$ cat config.mk
export PLATFORM = sky130hd
export DESIGN_NAME = llcma_adapter
export DESIGN_NICKNAME = d
export VERILOG_FILES = /design/src/design/llcma_pkg.sv /design/src/design/llcma_fifo.sv /design/src/design/llcma_adapter.sv
export SDC_FILE = /design/constraint.sdc
export NUM_CORES = 1
export LEC_CHECK = 0
export BUFFER_PORTS_ARGS = -buffer_cell sky130_fd_sc_hd__buf_2
export CAP_MARGIN = 20
export CORE_UTILIZATION = 40
export CTS_BUF_LIST = sky130_fd_sc_hd__clkbuf_4 sky130_fd_sc_hd__clkbuf_8
export DETAILED_ROUTE_END_ITERATION = 10
export HOLD_SLACK_MARGIN = 0.06
export SETUP_SLACK_MARGIN = 0.3
export SLEW_MARGIN = 30
export SYNTH_ARGS = -nofsm -noshare
export SYNTH_HDL_FRONTEND = slang
export SYNTH_HIERARCHICAL = 1
export SYNTH_SLANG_ARGS = --single-unit
$ cat constraint.sdc
create_clock -name clk -period 5.8 [get_ports clk]
set_input_delay 0.87 -clock clk [delete_from_list [all_inputs] [get_ports clk]]
set_output_delay 0.87 -clock clk [all_outputs]
set_load 0.03 [all_outputs]
$ cat src/design/llcma_pkg.sv
/*
 * llcma_pkg: shared constants and types of the link-layer to MAC adapter.
 * assumes: one clock domain, octet-wide streams, 64-bit individual addresses.
 */
`default_nettype none
package llcma_pkg;
	// address and frame layout
	localparam int ADDR_W = 64;
	localparam int ADDR_BYTES = 8;
	localparam int CTRL_BYTES = 1;
	localparam int HDR_LEN = CTRL_BYTES + 2 * ADDR_BYTES;
	localparam int FCS_BYTES = 2;
	localparam int DST_FIRST = 1;
	localparam int SRC_FIRST = DST_FIRST + ADDR_BYTES;
	// frame control octet: data frame, acknowledge request bit clear
	localparam logic [7:0] FRAME_CTRL = 8'h01;
	localparam int ACK_REQ_BIT = 5;
	// check field
	localparam int CRC_W = 16;
	localparam logic [15:0] CRC_POLY = 16'h1021;
	localparam logic [15:0] CRC_INIT = 16'h0000;
	// null value carried by all unused primitive fields
	localparam logic [7:0] NULL_FIELD = 8'h00;
	// transmit status codes
	typedef enum logic [1:0] {
		ST_SUCCESS,
		ST_TRANSMISSION_PENDING,
		ST_NO_BEACON,
		ST_CHANNEL_ACCESS_FAILURE
	} llcma_status_e;
endpackage
`default_nettype wire

$ cat src/design/llcma_fifo.sv
/*
 * llcma_fifo: flip-flop FIFO with valid/ready on both sides.
 * assumes: single clock, asynchronous active-low reset.
 */
`timescale 1ns/10ps
`default_nettype none
module llcma_fifo #(
	parameter int WIDTH = 9,
	parameter int DEPTH = 8
) (
	input wire logic clk,
	input wire logic resetn,
	input wire logic inValid,
	output logic inReady,
	input wire logic [WIDTH-1:0] inData,
	output logic outValid,
	input wire logic outReady,
	output logic [WIDTH-1:0] outData
);
	localparam int PW = $clog2(DEPTH);
	localparam int CW = $clog2(DEPTH + 1);

	typedef struct packed {
		logic [DEPTH-1:0][WIDTH-1:0] mem;
		logic [PW-1:0] wr;
		logic [PW-1:0] rd;
		logic [CW-1:0] count;
	} llcma_fifo_s;

	llcma_fifo_s s_q, s_d;
	logic push, pop;

	// honest full and empty from the occupancy count
	assign inReady = (s_q.count != CW'(DEPTH));
	assign outValid = (s_q.count != '0);
	assign outData = s_q.mem[s_q.rd];
	assign push = inValid && inReady;
	assign pop = outValid && outReady;

	// next state: write, read and count update
	always_comb begin
		s_d = s_q;
		if (push) begin
			s_d.mem[s_q.wr] = inData;
			s_d.wr = (s_q.wr == PW'(DEPTH - 1)) ? '0 : s_q.wr + 1'b1;
		end
		if (pop) begin
			s_d.rd = (s_q.rd == PW'(DEPTH - 1)) ? '0 : s_q.rd + 1'b1;
		end
		if (push && !pop) begin
			s_d.count = s_q.count + 1'b1;
		end else if (pop && !push) begin
			s_d.count = s_q.count - 1'b1;
		end
	end

	// state register
	always_ff @(posedge clk or negedge resetn) begin
		if (!resetn) begin
			s_q <= '0;
		end else begin
			s_q <= s_d;
		end
	end
endmodule
`default_nettype wire

$ cat src/design/llcma_adapter.sv
/*
 * llcma_adapter: convergence adapter between an upper link entity and the
 * MAC data service; builds and sends frames, reports status, checks and
 * delivers received frames.
 * assumes: external unslotted channel-access engine answers ccaReq with a
 * one-cycle ccaDone; receive bytes arrive only while rxReady is high.
 */
// Behaviour
// - request starts transmission without further command
// - frame built from addresses and payload
// - sent after channel access, no acknowledgment
// - busy channel reports channel access failure
// - sent frame reports success
// - status is one of four codes
// - status only after request, echoes addresses
// - unused primitive fields always null
// - addresses are individual 64-bit addresses
// - valid check sequence delivers payload of 1 to RX_DEPTH octets upward
// - invalid check sequence drops frame silently
// - check field is two octets
// - generator x16+x12+x5+1
// - remainder of shifted message is check
// - highest remainder coefficient sent first
// - first transmitted bit is highest degree
`timescale 1ns/10ps
`default_nettype none
module llcma_adapter #(
	parameter int FIFO_DEPTH = 8,
	parameter int RX_DEPTH = 32
) (
	input wire logic clk,
	input wire logic resetn,
	input wire logic reqValid,
	output logic reqReady,
	input wire logic [llcma_pkg::ADDR_W-1:0] reqSourceAddress,
	input wire logic [llcma_pkg::ADDR_W-1:0] reqDestinationAddress,
	input wire logic txDataValid,
	output logic txDataReady,
	input wire logic [7:0] txData,
	input wire logic txDataLast,
	output logic ccaReq,
	input wire logic ccaDone,
	input wire logic ccaBusy,
	output logic phyValid,
	input wire logic phyReady,
	output logic [7:0] phyData,
	output logic phyLast,
	output logic statusValid,
	output llcma_pkg::llcma_status_e statusCode,
	output logic [llcma_pkg::ADDR_W-1:0] statusSourceAddress,
	output logic [llcma_pkg::ADDR_W-1:0] statusDestinationAddress,
	output logic [7:0] providedPrecedenceField,
	output logic [7:0] providedClassField,
	input wire logic rxValid,
	output logic rxReady,
	input wire logic [7:0] rxData,
	input wire logic rxLast,
	output logic indValid,
	input wire logic indReady,
	output logic [7:0] indData,
	output logic indLast,
	output logic [llcma_pkg::ADDR_W-1:0] indSourceAddress,
	output logic [llcma_pkg::ADDR_W-1:0] indDestinationAddress,
	output logic [7:0] routeInfoField,
	output logic [7:0] receiveOutcomeField,
	output logic [7:0] classOfServiceField
);
	import llcma_pkg::*;

	localparam int BUF_N = RX_DEPTH + FCS_BYTES;
	localparam int RCW = $clog2(HDR_LEN + BUF_N + 1);
	localparam int BIW = $clog2(BUF_N);

	typedef enum logic [2:0] {TX_IDLE, TX_ACCESS, TX_HDR, TX_BODY, TX_FCS, TX_DRAIN,
		TX_REPORT} llcma_tx_e;
	typedef enum logic [1:0] {RX_COLLECT, RX_SKIP, RX_DELIVER} llcma_rx_e;

	typedef struct packed {
		llcma_tx_e tx;
		logic [4:0] txCnt;
		logic [ADDR_W-1:0] txSrc;
		logic [ADDR_W-1:0] txDst;
		logic [CRC_W-1:0] txCrc;
		llcma_status_e status;
		logic statusValid;
		llcma_rx_e rx;
		logic [RCW-1:0] rxCnt;
		logic [ADDR_W-1:0] rxSrc;
		logic [ADDR_W-1:0] rxDst;
		logic [CRC_W-1:0] rxCrc;
		logic [1:0][7:0] rxHold;
		logic [BUF_N-1:0][7:0] rxBuf;
		logic [RCW-1:0] rxLen;
		logic [RCW-1:0] rxOut;
	} llcma_state_s;

	llcma_state_s s_q, s_d;
	logic fifoOutValid, fifoOutReady, fifoLast;
	logic [7:0] fifoData;
	logic [CRC_W-1:0] rxCrcNext;
	logic rxCrcOk;

	////////////////////////////////////////////////////////////////////////////
	// check value arithmetic

	// one shift of the generator register
	function automatic logic [CRC_W-1:0] crcBit(input logic [CRC_W-1:0] c, input logic b);
		logic fb;
		fb = c[CRC_W-1] ^ b;
		crcBit = {c[CRC_W-2:0], 1'b0} ^ (fb ? CRC_POLY : '0);
	endfunction

	// octet enters msb first, one serial step per bit
	function automatic logic [CRC_W-1:0] crcByte(input logic [CRC_W-1:0] c, input logic [7:0] d);
		logic [CRC_W-1:0] r;
		r = c;
		for (int i = 7; i >= 0; i--) begin
			r = crcBit(r, d[i]);
		end
		crcByte = r;
	endfunction

	////////////////////////////////////////////////////////////////////////////
	// payload buffer between upper entity and frame sender

	llcma_fifo #(.WIDTH(9), .DEPTH(FIFO_DEPTH)) llcma_fifo_i (
		.clk(clk),
		.resetn(resetn),
		.inValid(txDataValid),
		.inReady(txDataReady),
		.inData({txDataLast, txData}),
		.outValid(fifoOutValid),
		.outReady(fifoOutReady),
		.outData({fifoLast, fifoData})
	);

	////////////////////////////////////////////////////////////////////////////
	// outputs

	// handshakes and frame byte selection
	always_comb begin
		reqReady = (s_q.tx == TX_IDLE);
		ccaReq = (s_q.tx == TX_ACCESS);
		fifoOutReady = (s_q.tx == TX_DRAIN) || ((s_q.tx == TX_BODY) && phyReady);
		phyValid = 1'b0;
		phyData = FRAME_CTRL;
		phyLast = 1'b0;
		case (s_q.tx)
			TX_HDR: begin
				phyValid = 1'b1;
				if (s_q.txCnt >= 5'(SRC_FIRST)) begin
					phyData = s_q.txSrc[ADDR_W-1 -: 8];
				end else if (s_q.txCnt >= 5'(DST_FIRST)) begin
					phyData = s_q.txDst[ADDR_W-1 -: 8];
				end
			end
			TX_BODY: begin
				phyValid = fifoOutValid;
				phyData = fifoData;
			end
			// high remainder octet first, then low
			TX_FCS: begin
				phyValid = 1'b1;
				phyData = (s_q.txCnt == 5'd0) ? s_q.txCrc[15:8] : s_q.txCrc[7:0];
				phyLast = (s_q.txCnt == 5'(FCS_BYTES - 1));
			end
			default: begin
				phyValid = 1'b0;
			end
		endcase
	end

	// status and echoed addresses come straight from registers
	assign statusValid = s_q.statusValid;
	assign statusCode = s_q.status;
	assign statusSourceAddress = s_q.txSrc;
	assign statusDestinationAddress = s_q.txDst;
	assign providedPrecedenceField = NULL_FIELD;
	assign providedClassField = NULL_FIELD;
	assign routeInfoField = NULL_FIELD;
	assign receiveOutcomeField = NULL_FIELD;
	assign classOfServiceField = NULL_FIELD;

	// delivery stream out of the receive buffer
	assign rxReady = (s_q.rx != RX_DELIVER);
	assign indValid = (s_q.rx == RX_DELIVER);
	assign indData = s_q.rxBuf[BIW'(s_q.rxOut)];
	assign indLast = indValid && (s_q.rxOut == s_q.rxLen - 1'b1);
	assign indSourceAddress = s_q.rxSrc;
	assign indDestinationAddress = s_q.rxDst;

	// recompute over all but last two octets, compare with them
	assign rxCrcNext = (s_q.rxCnt >= RCW'(2)) ? crcByte(s_q.rxCrc, s_q.rxHold[1]) : s_q.rxCrc;
	assign rxCrcOk = (rxCrcNext == {s_q.rxHold[0], rxData})
		&& (s_q.rxCnt >= RCW'(HDR_LEN + FCS_BYTES));

	////////////////////////////////////////////////////////////////////////////
	// next state

	always_comb begin
		s_d = s_q;
		s_d.statusValid = 1'b0;
		case (s_q.tx)
			// accepted request moves directly to channel access
			TX_IDLE: begin
				if (reqValid) begin
					s_d.txSrc = reqSourceAddress;
					s_d.txDst = reqDestinationAddress;
					s_d.txCnt = '0;
					s_d.txCrc = CRC_INIT;
					s_d.tx = TX_ACCESS;
				end
			end
			// send only once the channel is granted
			TX_ACCESS: begin
				if (ccaDone && ccaBusy) begin
					// busy channel: drop payload, report failure
					s_d.status = ST_CHANNEL_ACCESS_FAILURE;
					s_d.tx = TX_DRAIN;
				end else if (ccaDone) begin
					s_d.tx = TX_HDR;
				end
			end
			TX_HDR: begin
				if (phyReady) begin
					s_d.txCrc = crcByte(s_q.txCrc, phyData);
					s_d.txCnt = s_q.txCnt + 1'b1;
					if (s_q.txCnt >= 5'(SRC_FIRST)) begin
						s_d.txSrc = {s_q.txSrc[ADDR_W-9:0], s_q.txSrc[ADDR_W-1 -: 8]};
					end else if (s_q.txCnt >= 5'(DST_FIRST)) begin
						s_d.txDst = {s_q.txDst[ADDR_W-9:0], s_q.txDst[ADDR_W-1 -: 8]};
					end
					if (s_q.txCnt == 5'(HDR_LEN - 1)) begin
						s_d.tx = TX_BODY;
					end
				end
			end
			TX_BODY: begin
				if (fifoOutValid && phyReady) begin
					s_d.txCrc = crcByte(s_q.txCrc, fifoData);
					if (fifoLast) begin
						s_d.txCnt = '0;
						s_d.tx = TX_FCS;
					end
				end
			end
			TX_FCS: begin
				if (phyReady) begin
					s_d.txCnt = s_q.txCnt + 1'b1;
					if (s_q.txCnt == 5'(FCS_BYTES - 1)) begin
						s_d.status = ST_SUCCESS;
						s_d.tx = TX_REPORT;
					end
				end
			end
			TX_DRAIN: begin
				if (fifoOutValid && fifoLast) begin
					s_d.tx = TX_REPORT;
				end
			end
			TX_REPORT: begin
				s_d.statusValid = 1'b1;
				s_d.tx = TX_IDLE;
			end
			default: begin
				s_d.tx = TX_IDLE;
			end
		endcase
		case (s_q.rx)
			RX_COLLECT: begin
				if (rxValid) begin
					s_d.rxCnt = s_q.rxCnt + 1'b1;
					s_d.rxCrc = (s_q.rxCnt == '0) ? CRC_INIT : rxCrcNext;
					s_d.rxHold = {s_q.rxHold[0], rxData};
					if (s_q.rxCnt >= RCW'(HDR_LEN)) begin
						s_d.rxBuf[BIW'(s_q.rxCnt - RCW'(HDR_LEN))] = rxData;
					end else if (s_q.rxCnt >= RCW'(SRC_FIRST)) begin
						s_d.rxSrc = {s_q.rxSrc[ADDR_W-9:0], rxData};
					end else if (s_q.rxCnt >= RCW'(DST_FIRST)) begin
						s_d.rxDst = {s_q.rxDst[ADDR_W-9:0], rxData};
					end
					if (rxLast) begin
						s_d.rxCnt = '0;
						// good check: deliver payload and addresses
						// bad check: drop without any indication
						if (rxCrcOk) begin
							s_d.rxLen = s_q.rxCnt - RCW'(HDR_LEN + FCS_BYTES - 1);
							s_d.rxOut = '0;
							s_d.rx = RX_DELIVER;
						end
					end else if (s_q.rxCnt == RCW'(HDR_LEN + BUF_N - 1)) begin
						s_d.rx = RX_SKIP;
					end
				end
			end
			RX_SKIP: begin
				if (rxValid && rxLast) begin
					s_d.rxCnt = '0;
					s_d.rx = RX_COLLECT;
				end
			end
			RX_DELIVER: begin
				if (indReady) begin
					s_d.rxOut = s_q.rxOut + 1'b1;
					if (indLast) begin
						s_d.rx = RX_COLLECT;
					end
				end
			end
			default: begin
				s_d.rx = RX_COLLECT;
			end
		endcase
	end

	// state register
	always_ff @(posedge clk or negedge resetn) begin
		if (!resetn) begin
			s_q <= '0;
		end else begin
			s_q <= s_d;
		end
	end

	////////////////////////////////////////////////////////////////////////////
	// checks

	logic chkPending_q;
	logic [ADDR_W-1:0] chkSrc_q, chkDst_q;

	// reference copy of the request and an outstanding flag
	always_ff @(posedge clk or negedge resetn) begin
		if (!resetn) begin
			chkPending_q <= 1'b0;
			chkSrc_q <= '0;
			chkDst_q <= '0;
		end else if (reqValid && reqReady) begin
			chkPending_q <= 1'b1;
			chkSrc_q <= reqSourceAddress;
			chkDst_q <= reqDestinationAddress;
		end else if (statusValid) begin
			chkPending_q <= 1'b0;
		end
	end
endmodule
`default_nettype wire

==> impl_metrics.csv <==
group,metric,value,unit
worst_setup_path,end_kind,"output port",
hold_path,hold_path_class,"in -> async",
route,ant_nets,0,
clocking,cts_hold_buf,0,
global_route,overflow,0,
yosys,synth.most_common_cell,"dfrtp_1",
die,core,85500,sq um
yosys,synth_cells,2878,
sta,skew,0.0416,ns
place,place.gp.congestion,0.822,
place,preCtsSetupSlack,1.75,ns
sta,setup_viol,0,
pwr,p_sw_frac,0.394,
clocking,root_buffer,"clkbuf_8",
clocking,clock_path_buffers,3,
yosys,yosysTopAreaCell,"dfrtp_1",
pwr,p_sw,7.33,mW
pwr,power.internal,11.3,mW
sta,max_slew_margin,0.347,
route,drt_wl_total,91000,microns
worst_setup_path,path_delay_family,"simple AND/OR/NAND/NOR gates",
route,firstDrtPassIters,5,
clocking,htreeDepth,3,
place,placed_cell_area,35900,sq um
sta,grt_setup_unrepaired,"no",
yosys,yosysTopAreaCellShare,0.496,
sta,worst_pin_slew,0.980,ns
clocking,cts_tree,"yes",
yosys,synthTopCellsByCount,"dfrtp_1, mux2_2, nand2_1",
final_layout,fin_cells,4282,
final_layout,drive_above_1_share,0.417,
yosys,synth-main-ff-cell,"dfrtp_1",
pwr,powerDensity,482,nW/um^2
place,place_hpwl,61500,microns
worst_setup_path,r2r_cells,9,
worst_setup_path,path_class,"reg -> out",
worst_setup_path,crit_path_cell_trace,"buf_4, nor4_1, nand2_1, o22ai_1, buf_2",
sta,layout_setup_ws,1.21,ns
worst_setup_path,r2r_slack,1.68,ns
global_route,grt_pass1_vias,21800,
yosys,yosysUniqueCellTypes,79,
pwr,clkPwrFrac,0.264,
global_route,antenna_found_initial,11,
worst_setup_path,cp.arrival,3.72,ns
sta,layout_worst_path_cycle_share,0.791,
die,start_util,0.406,
global_route,grt_start_max_net_pins,140,
yosys,ys_warn_count,6,
clocking,clock_sinks,688,
final_layout,fin_area,38600,sq um
worst_setup_path,cp_max_fo,17,
worst_setup_path,worstReg2RegStart,"s_q[444]",
die,dieArea,87900,sq um
worst_setup_path,crit_required,4.93,ns
worst_setup_path,max_stage_delay,0.69,ns
route,vias,22200,
pwr,ir_drop,290,uV
route,viasPerCell,5.20,
job,max_cap_viol_count,0,
clocking,cts_resized,0,
place,numPlacedInstances,4053,
status,outcome,"finished, final reports clean",
clocking,cts_setup_buffers,0,
global_route,grt_use_total,0.204,
global_route,grt_first_pass_wirelength,137000,microns
sta,post-route-min-period,4.59,ns
die,num_rows,107,
pwr,combPwrFrac,0.365,
final_layout,area_growth,11.4,%
final_layout,layout.area.seq,17200,sq um
pwr,seqPwrFrac,0.371,
pwr,leakage,18.6,nW
yosys,synth-async-reset-ratio,1.00,
yosys,synthTopCellsByArea,"dfrtp_1, mux2_2, buf_4, mux4_2, nand2_1",
sta,hold_violations,0,
route,wl_per_cell,21.2,microns
clocking,path_clk_slew,0.06,ns
sta,holdWs,0.159,ns
final_layout,fillCellCount,7915,
worst_setup_path,crit_path_top_delay_cell,"dfrtp_1",
final_layout,multi_input_area,14600,sq um
sta,fmax,0.218,GHz
sta,drv_slew,0,
worst_setup_path,rr_endpoint,"s_q[11]",
worst_setup_path,cp-start-kind,"flip-flop",
worst_setup_path,worst-path-buf-inv,2,
clocking,clk_latency,0.78,ns
yosys,synth.avg_cell_area,12.1,sq um
die,io_pins,478,
yosys,synth-seq-cells,688,
die,die-height,297,microns
route,drc,0,
die,die_w,297,microns
yosys,synth_edf_count,0,
yosys,synth_area,34700,sq um
route,drtIter0Drc,1382,
sta,setup_tns,0,ns
final_layout,nets,3207,
clocking,numCtsBuffers,119,
yosys,yosysSeqAreaShare,0.496,
place,port_buffers,437,
-- flip-flops by register name (all words and copies together) (netlist names) --
register                  cells
s_q                         348
indSourceAddress             64
statusDestinationAddress     64
statusSourceAddress          64
llcma_fifo_i/s_q             82
statusCode                    1
indDestinationAddress        64
statusValid                   1
-- routing by layer --
metal	routed length (microns)	global-route usage	up-vias
met2	43600	0.336	642
met4	2530	0.0642	6
met5	46	0	-
met3	5230	0.0400	178
li1	-	-	10200
met1	39600	0.271	11300
-- area by class of cell --
type                            instances  share of cell area
Clock inverter                         22             0.00570
Inverter                               34             0.00330
Antenna cell                            5            0.000324
Timing Repair Buffer                  467              0.0646
Clock buffer                          201              0.0645
Tap cell                             1144              0.0370
Sequential cell                       688               0.446
Multi-Input combinational cell       1721               0.379
-- power groups by stage --
stage	sequential [mW]	combinational (mW)	clock (mW)
floorplan	6.52	6.12	0
global placement	6.99	6.77	0
detailed placement	7.01	6.81	0
CTS	6.93	6.83	5.08
global route	7.09	7.36	5.27
finish	6.92	6.79	4.92
-- placed cells by master, fill, tap and decap left out, types with 5 or more instances in the layout --
master	instances
conb_1	40
mux4_2	98
a21oi_1	30
clkbuf_8	157
a31oi_1	67
nor2b_1	8
o31ai_1	6
clkinv_2	12
nand2b_1	13
nand3_1	18
nand2_1	316
a221o_1	6
buf_12	6
diode_2	5
buf_4	24
clkbuf_4	44
inv_1	32
nand4_1	5
mux2i_1	103
xnor3_1	5
a22o_1	13
xor2_1	24
nor2_1	104
xnor2_1	50
o21ai_0	142
mux2_4	11
nor3_1	22
o211ai_1	7
o22ai_1	15
buf_2	436
and2_1	16
and3_1	11
dfrtp_1	686
nor4_1	8
mux2_2	478
o21a_1	6
ha_1	20
-- through the flow --
step	util	power [mW]
after floorplan	-	12.6
after global placement	0.420	13.8
after detailed placement	0.420	13.8
after CTS	0.451	18.8
after global routing	0.452	19.7
final	0.452	18.6
-- worst max-delay path by stage --
stage,slack [ns],startpoint,depth (start not counted),to
floorplan,2.00,s_q[0],7,indData[3]
global placement,1.77,s_q[449],8,s_q[11]
detailed placement,1.75,s_q[444],9,s_q[11]
CTS,0.95,s_q[1],6,indData[7]
global route,0.92,llcma_fifo_i/s_q[4],7,phyData[3]
finish,1.21,s_q[2],5,indData[3]
-- logic make-up (layout without fill, tap and decap cells) --
family                     after synthesis  after routing  share of synthesized area
muxes                                  691            691                      0.253
and+or+nand+nor                        558            558                     0.0717
xor gates and xnor gates                84             84                     0.0251
other                                    1             45                   0.000108
DFF                                    688            688                      0.496
adders and majority gates               21             21                    0.00779
AOI/OAI and AO/OA                      327            327                     0.0576
buffers and inverters                  508            724                     0.0881
Power figures use the tool's default switching activity.
